File: src/sgp_regs.vh
`ifndef SGP_REGS_VH
`define SGP_REGS_VH
// channel layout
`define SGP_NUM_CH 24
`define SGP_GS_BITS 12
`define SGP_SR_BITS 288
// pwm period in pwm ticks
`define SGP_PWM_PERIOD 4096
// system clock period in ns
`define SGP_CLK_NS 25
// internal oscillator nominal rate in khz
`define SGP_OSC_KHZ 4000
// host guard time after latch rise, ns
`define SGP_LAT_GUARD_NS 100
// group turn-on delays in ns
`define SGP_GRP1_NS 24
`define SGP_GRP2_NS 48
`define SGP_GRP3_NS 72
// fifo depth
`define SGP_FIFO_DEPTH 8
`endif

File: src/sgp_driver.v
`timescale 1ns/10ps
// Notes on behaviour
// - each shift clock rise shifts serial_in into the register toward msb
// - cascade_out is an extra stage after msb, loaded on shift clock fall
// - latch strobe rise copies the whole shift register into the data latch
// - after latch rise all outputs stay off until the next pwm period
// - latch strobe rise does not reset or stop the grayscale counter
// - blank high forces every sink output off
// - blank high reinitialises pwm timing and holds counter at zero
// - blank low: outputs follow pwm counter versus latched grayscale values
// - turn-on staggered in four channel groups, later groups delayed
// - internal oscillator nominally 4 mhz, derived from the system clock
`include "sgp_regs.vh"
module sgp_driver #(
    parameter NUM_CH = `SGP_NUM_CH,
    parameter GS_BITS = `SGP_GS_BITS,
    parameter OSC_DIV = (1000000 / `SGP_CLK_NS) / `SGP_OSC_KHZ
) (
    input wire ref_clk_in,
    input wire sys_rst_in,
    input wire serial_in,
    input wire shift_clk_in,
    input wire latch_strobe_in,
    input wire blank_in,
    output reg cascade_out,
    output reg [NUM_CH-1:0] sink_outputs_out,
    output wire shift_ready_out
);
    localparam SR_BITS = NUM_CH * GS_BITS;
    localparam G1 = (`SGP_GRP1_NS + `SGP_CLK_NS - 1) / `SGP_CLK_NS;
    localparam G2 = (`SGP_GRP2_NS + `SGP_CLK_NS - 1) / `SGP_CLK_NS;
    localparam G3 = (`SGP_GRP3_NS + `SGP_CLK_NS - 1) / `SGP_CLK_NS;
    localparam DIV = (OSC_DIV < 1) ? 1 : OSC_DIV;

    // ************************************************************
    // input synchronisers
    // ************************************************************
    // two flops per pin before any logic reads it
    reg [1:0] sck_s_q;
    reg [1:0] sin_s_q;
    reg [1:0] lat_s_q;
    reg [1:0] blk_s_q;
    reg sck_d1_q;
    reg lat_d1_q;
    always @(posedge ref_clk_in) begin
        if (sys_rst_in) begin
            sck_s_q <= 2'h0;
            sin_s_q <= 2'h0;
            lat_s_q <= 2'h0;
            blk_s_q <= 2'h3;
            sck_d1_q <= 1'b0;
            lat_d1_q <= 1'b0;
        end else begin
            sck_s_q <= {sck_s_q[0], shift_clk_in};
            sin_s_q <= {sin_s_q[0], serial_in};
            lat_s_q <= {lat_s_q[0], latch_strobe_in};
            blk_s_q <= {blk_s_q[0], blank_in};
            sck_d1_q <= sck_s_q[1];
            lat_d1_q <= lat_s_q[1];
        end
    end

    // ************************************************************
    // edge detection
    // ************************************************************
    wire sck_rise = sck_s_q[1] && !sck_d1_q;
    wire sck_fall = !sck_s_q[1] && sck_d1_q;
    wire lat_rise = lat_s_q[1] && !lat_d1_q;
    wire blank = blk_s_q[1];

    // ************************************************************
    // bit fifo between pin sampler and shift register
    // ************************************************************
    wire fifo_valid;
    wire fifo_bit;
    wire fifo_ready;
    wire fifo_pop;
    sgp_fifo #(
        .WIDTH(1),
        .DEPTH(`SGP_FIFO_DEPTH),
        .AW(3)
    ) i_sgp_fifo (
        .ref_clk_in(ref_clk_in),
        .sys_rst_in(sys_rst_in),
        .in_valid_in(sck_rise),
        .in_ready_out(fifo_ready),
        .in_data_in(sin_s_q[1]),
        .out_valid_out(fifo_valid),
        .out_ready_in(fifo_pop),
        .out_data_out(fifo_bit)
    );
    assign shift_ready_out = fifo_ready;
    // bits move on as soon as they are sampled, never held back
    assign fifo_pop = fifo_valid;

    // ************************************************************
    // shift register
    // ************************************************************
    reg [SR_BITS-1:0] shreg_q;
    always @(posedge ref_clk_in) begin
        if (sys_rst_in) begin
            shreg_q <= {SR_BITS{1'b0}};
        end else if (fifo_pop) begin
            shreg_q <= {shreg_q[SR_BITS-2:0], fifo_bit};
        end
    end

    // ************************************************************
    // cascade stage
    // ************************************************************
    // a fall seen with bits still queued waits for them to land
    reg casc_pend_q;
    always @(posedge ref_clk_in) begin
        if (sys_rst_in) begin
            casc_pend_q <= 1'b0;
            cascade_out <= 1'b0;
        end else begin
            if (sck_fall && fifo_valid) begin
                casc_pend_q <= 1'b1;
            end else if (!fifo_valid) begin
                casc_pend_q <= 1'b0;
            end
            if ((sck_fall || casc_pend_q) && !fifo_valid) begin
                cascade_out <= shreg_q[SR_BITS-1];
            end
        end
    end

    // ************************************************************
    // data latch
    // ************************************************************
    // latch waits until every sampled bit has reached the register
    reg [SR_BITS-1:0] latch_q;
    reg lat_pend_q;
    always @(posedge ref_clk_in) begin
        if (sys_rst_in) begin
            latch_q <= {SR_BITS{1'b0}};
            lat_pend_q <= 1'b0;
        end else if (lat_rise) begin
            lat_pend_q <= 1'b1;
        end else if (lat_pend_q && !fifo_valid) begin
            lat_pend_q <= 1'b0;
            latch_q <= shreg_q;
        end
    end

    // ************************************************************
    // post-latch blanking window
    // ************************************************************
    reg blank_until_period_q;
    wire period_start;
    always @(posedge ref_clk_in) begin
        if (sys_rst_in) begin
            blank_until_period_q <= 1'b0;
        end else if (lat_rise) begin
            blank_until_period_q <= 1'b1;
        end else if (period_start || blank) begin
            blank_until_period_q <= 1'b0;
        end
    end

    // ************************************************************
    // internal oscillator and grayscale counter
    // ************************************************************
    reg [15:0] div_q;
    reg [GS_BITS-1:0] gs_cnt_q;
    // tick at the nominal oscillator rate
    wire osc_tick = (div_q == DIV[15:0] - 16'h0001);
    assign period_start = osc_tick && (gs_cnt_q == {GS_BITS{1'b1}});
    // free-running counter; a latch never clears it
    always @(posedge ref_clk_in) begin
        if (sys_rst_in || blank) begin
            div_q <= 16'h0000;
            gs_cnt_q <= {GS_BITS{1'b0}};
        end else begin
            div_q <= osc_tick ? 16'h0000 : div_q + 16'h0001;
            if (osc_tick) begin
                gs_cnt_q <= gs_cnt_q + 1'b1;
            end
        end
    end

    // ************************************************************
    // per channel compare and output
    // ************************************************************
    genvar ch;
    generate
        for (ch = 0; ch < NUM_CH; ch = ch + 1) begin : g_ch
            wire [GS_BITS-1:0] gs_val = latch_q[ch*GS_BITS +: GS_BITS];
            // compare against the latched value, off while blanked
            wire want = !blank && !blank_until_period_q && (gs_cnt_q < gs_val);
            reg [G3:0] hist_q;
            wire grp_on;
            always @(posedge ref_clk_in) begin
                if (sys_rst_in) begin
                    hist_q <= {(G3+1){1'b0}};
                end else begin
                    hist_q <= {hist_q[G3-1:0], want};
                end
            end
            // later groups turn on after a delay, all turn off at once
            if (ch % 4 == 0) begin : g0
                assign grp_on = want;
            end else if (ch % 4 == 1) begin : g1
                assign grp_on = want && hist_q[G1-1];
            end else if (ch % 4 == 2) begin : g2
                assign grp_on = want && hist_q[G2-1];
            end else begin : g3
                assign grp_on = want && hist_q[G3-1];
            end
            always @(posedge ref_clk_in) begin
                if (sys_rst_in) begin
                    sink_outputs_out[ch] <= 1'b0;
                end else begin
                    sink_outputs_out[ch] <= grp_on && !blank;
                end
            end
        end
    endgenerate
endmodule // sgp_driver

File: src/sgp_fifo.v
`timescale 1ns/10ps
module sgp_fifo #(
    parameter WIDTH = 1,
    parameter DEPTH = 8,
    parameter AW = 3
) (
    input wire ref_clk_in,
    input wire sys_rst_in,
    input wire in_valid_in,
    output wire in_ready_out,
    input wire [WIDTH-1:0] in_data_in,
    output wire out_valid_out,
    input wire out_ready_in,
    output reg [WIDTH-1:0] out_data_out
);
    reg [WIDTH-1:0] mem_q [0:DEPTH-1];
    reg [AW-1:0] wr_q;
    reg [AW-1:0] rd_q;
    reg [AW:0] cnt_q;
    wire push;
    wire pop;
    wire [AW-1:0] rd_nx;

    assign in_ready_out = (cnt_q != DEPTH[AW:0]);
    assign out_valid_out = (cnt_q != {(AW+1){1'b0}});
    assign push = in_valid_in && in_ready_out;
    assign pop = out_valid_out && out_ready_in;
    assign rd_nx = (rd_q == DEPTH[AW-1:0] - 1'b1) ? {AW{1'b0}} : rd_q + 1'b1;

    always @(posedge ref_clk_in) begin
        if (push) begin
            mem_q[wr_q] <= in_data_in;
        end
        if (sys_rst_in) begin
            wr_q <= {AW{1'b0}};
            rd_q <= {AW{1'b0}};
            cnt_q <= {(AW+1){1'b0}};
        end else begin
            if (push) begin
                wr_q <= (wr_q == DEPTH[AW-1:0] - 1'b1) ? {AW{1'b0}} : wr_q + 1'b1;
            end
            if (pop) begin
                rd_q <= rd_nx;
            end
            if (push && !pop) begin
                cnt_q <= cnt_q + 1'b1;
            end else if (pop && !push) begin
                cnt_q <= cnt_q - 1'b1;
            end
        end
    end

    // combinational head word, not registered
    always @* begin
        out_data_out = mem_q[rd_q];
    end
endmodule // sgp_fifo

File: config.mk
export PLATFORM = sky130hd
export DESIGN_NAME = sgp_driver
export DESIGN_NICKNAME = d
export VERILOG_FILES = /design/src/sgp_driver.v /design/src/sgp_fifo.v
export VERILOG_INCLUDE_DIRS = /design/src
export SDC_FILE = /design/constraint.sdc
export NUM_CORES = 2
export LEC_CHECK = 0
export BUFFER_PORTS_ARGS = -buffer_cell sky130_fd_sc_hd__buf_2
export CAP_MARGIN = 0
export CORE_ASPECT_RATIO = 2
export CORE_UTILIZATION = 31
export DETAILED_ROUTE_END_ITERATION = 8
export GPL_ROUTABILITY_DRIVEN = 0
export HOLD_SLACK_MARGIN = 0.02
export PLACE_DENSITY = 0.57
export SLEW_MARGIN = 10
export SYNTH_ARGS = -nofsm -noshare
export SYNTH_HDL_FRONTEND = slang
export SYNTH_SLANG_ARGS = --single-unit
File: constraint.sdc
create_clock -name ref_clk_in -period 2.5 [get_ports ref_clk_in]
set_input_delay 0.5 -clock ref_clk_in [delete_from_list [all_inputs] [get_ports ref_clk_in]]
set_output_delay 0.5 -clock ref_clk_in [all_outputs]
set_load 0.005 [all_outputs]
==> flow_metrics.tcl <==
set metrics [dict create \
    yosysWarnings 0 \
    yosysSeqAreaShare_pct 46.4 \
    grt_overflow 0 \
    syn-num-nets 4094 \
    multi_input_area_um2 14200 \
    post_cts_buffers 0 \
    finalSetupTns_ns 0 \
    num_vias 23900 \
    start_util_pct 31.3 \
    synth-seq-cells 696 \
    switchingPower_uw 7040 \
    ant_nets 0 \
    swShare_pct 29.4 \
    syn_area_um2 30200 \
    drc 0 \
    dr.pass1.iters 5 \
    pin_count 32 \
    setup_viol 0 \
    drt_wl_total_um 71700 \
    grt_pass1_wl_um 117000 \
    synthArstFlopShare_pct 0 \
    coreArea_um2 96500 \
    cts_tree "yes" \
    regArea_um2 14000 \
    cts_buffers 61 \
    synth_cells 3814 \
    rsz0062_at_grt "false" \
    clock_latency_ns 0.63 \
    fmax_mhz 416 \
    dpl_worst_slack_ns 0.0238 \
    drv_cap 0 \
    synthDistinctLibCells 51 \
    p_per_area_nw_per_um2 707 \
    die_h_um 444 \
    dieArea_um2 98800 \
    combPwrFrac_pct 13.6 \
    grt_pass1_vias 23000 \
    rows 161 \
    worstPathArrival_ns 2.97 \
    antenna_found_initial 1 \
    slew_violations 0 \
    cp_max_fo 16 \
    via_per_inst 4.72 \
    ctsHtreeMaxLevel 2 \
    portBuffers 31 \
    fin_crit_ns 2.40 \
    drtIter0Drc 1288 \
    grt_max_degree 212 \
    final_cell_count_no_fill 5053 \
    die_x_um 223 \
    setup_ws_ns 0.0968 \
    cts-root-buf "clkbuf_16" \
    place_inst 4946 \
    synth-edff-count 8 \
    status "complete, no violations" \
    syn_to_final_growth_pct 12.1 \
    synthTopCellsByArea "dfxtp_1, nand2_1, ha_1" \
    clk_path_buf_depth 3 \
    routedWlPerCell_um 14.2 \
    power_frac_clock_pct 39.4 \
    critical_path_class "reg2reg" \
    syn_avg_cell_area_um2 7.92 \
    grt_use_total_pct 14.5 \
    crit_required_ns 3.06 \
    clkTransAtPathRegs_ns 0.07 \
    hold_class "in2reg" \
    synth_top_area_cell "dfxtp_1" \
    skew_ns 0.0229 \
    p_leak_uw 0.0120 \
    synth_ff_type "dfxtp_1" \
    power_uw 24000 \
    fin_nets 4067 \
    fin_hold_ws_ns 0.0643 \
    synth_top_area_share_pct 45.6 \
    drive_gt1_share_pct 6.11 \
    slew_headroom_pct 29.2 \
    fin_crit_sh_pct 96.1 \
    end_kind "flop" \
    seq_power_share_pct 47.0 \
    hpwl_um 43900 \
    hold_viol_final 0 \
    worstSetupStartpointType "flop" \
    fill_cells 10100 \
    worst_pin_slew_ns 1.06 \
    p_int_uw 16900 \
    cts_num_sinks 696 \
    vdd_drop_max_mv 1.05 \
]
==> state kept, by name, indices dropped and copies added, names as in the netlist <==
name and flops:
latch_q 288, shreg_q 288, g_ch.hist_q 36, sink_outputs_out 24
div_q 16, gs_cnt_q 12, i_sgp_fifo.mem_q 8, i_sgp_fifo.cnt_q 4
i_sgp_fifo.rd_q 3, i_sgp_fifo.wr_q 3, blk_s_q 2, lat_s_q 2
sck_s_q 2, sin_s_q 2, blank_until_period_q 1, casc_pend_q 1
cascade_out 1, lat_d1_q 1, lat_pend_q 1, sck_d1_q 1
==> layer usage <==
layer | track usage (%) | share of wire (%) | vias to the layer above
met5 | 0 | 0 | -
met4 | 5.24 | 3.0 | 0
met3 | 1.36 | 2.3 | 101
met2 | 28.1 | 53 | 201
met1 | 16.1 | 42 | 11200
li1 | - | - | 12400
==> path summary, 6_finish.rpt <==
| check | start | depth (start not counted) | end | slack [ns] |
|---|---|---|---|---|
| min reg2reg | g_ch[22].hist_q[1] | 1 | sink_outputs_out[22] | 0.43 |
| max | gs_cnt_q[1] | 7 | sink_outputs_out[9] | 0.1 |
| min | blank_in | 2 | blk_s_q[0] | 0.06 |
| max reg2reg | gs_cnt_q[1] | 7 | sink_outputs_out[9] | 0.1 |
==> Yosys cell counts, types with 7 or more instances <==
master,count
a2111oi_0,10
a211o_1,7
a211oi_1,23
a21o_1,31
a21oi_1,677
and4_1,7
buf_2,46
buf_4,21
clkbuf_1,133
dfxtp_1,688
edfxtp_1,8
ha_1,274
inv_1,284
nand2_1,1232
nand2b_1,16
nand3_1,20
nand4_1,25
nor2_1,90
nor2b_1,44
nor3_1,29
nor4_1,9
o21ai_0,49
xnor2_1,16
xor2_1,13
==> power groups by stage <==
stage / logic (uW) / clock network, uW / registers (uW)
2_1_floorplan: 2330 / 0 / 11500
3_3_place_gp: 3340 / 0 / 11500
3_5_place_dp: 3340 / 0 / 11500
4_1_cts: 3340 / 9760 / 11300
5_1_grt: 3590 / 10100 / 11300
6_report: 3260 / 9450 / 11300
==> final cells by class <==
| type | count | share of cell area (%) |
|---|---|---|
| tap | 1222 | 4.51 |
| timing repair buffer | 117 | 3.18 |
| multi-input combinational | 2626 | 42.0 |
| sequential | 696 | 41.4 |
| inverter | 285 | 3.18 |
| antenna | 1 | 0.00739 |
| clock inverter | 21 | 0.646 |
| clock buffer | 85 | 5.10 |
==> what timing repair did <==
item | CTS | global route
hold buffers | 0 | 0
gates resized for setup | 1 | 4
endpoints found under the setup margin | 1 | 92
==> placed cells by master (no fill, tap or decap), types with 29 or more instances in the layout <==
cell and count:
nand2_1 1232, a21oi_1 677, dfxtp_1 677, inv_1 284
ha_1 274, nor2_1 90, buf_4 64, clkbuf_16 61
o21ai_0 49, nor2b_1 44, a21o_1 31, buf_2 30
nor3_1 29
==> critical path, stage by stage, from the launching register on <==
cell,delay [ns]
dfxtp_2,0.46
buf_12,0.24
ha_1,0.26
a21o_1,0.15
a211o_1,0.30
a2111oi_1,0.57
buf_4,0.23
and2_1,0.11
==> stage by stage <==
stage	util, %	area (um2)
final	35.1	33900
after global routing	35.1	33900
after CTS	35.1	33900
after detailed placement	33.1	31900
after global placement	33.1	31900
after floorplan	-	30200
==> cell families (layout without fill, tap and decap cells) <==
logic type      count (synthesis)  after routing  synth area share, %
simple gates                 1499           1499                 20.0
mux                             4              4                0.215
flops                         696            696                 46.4
compound gates                820            820                 14.5
buf+inv                       492            508                 6.67
fa+ha+maj                     274            274                 11.3
xor+xnor                       29             29                0.841
other cells                     0              1                    0
No activity file was read; power rests on OpenSTA's default activity.
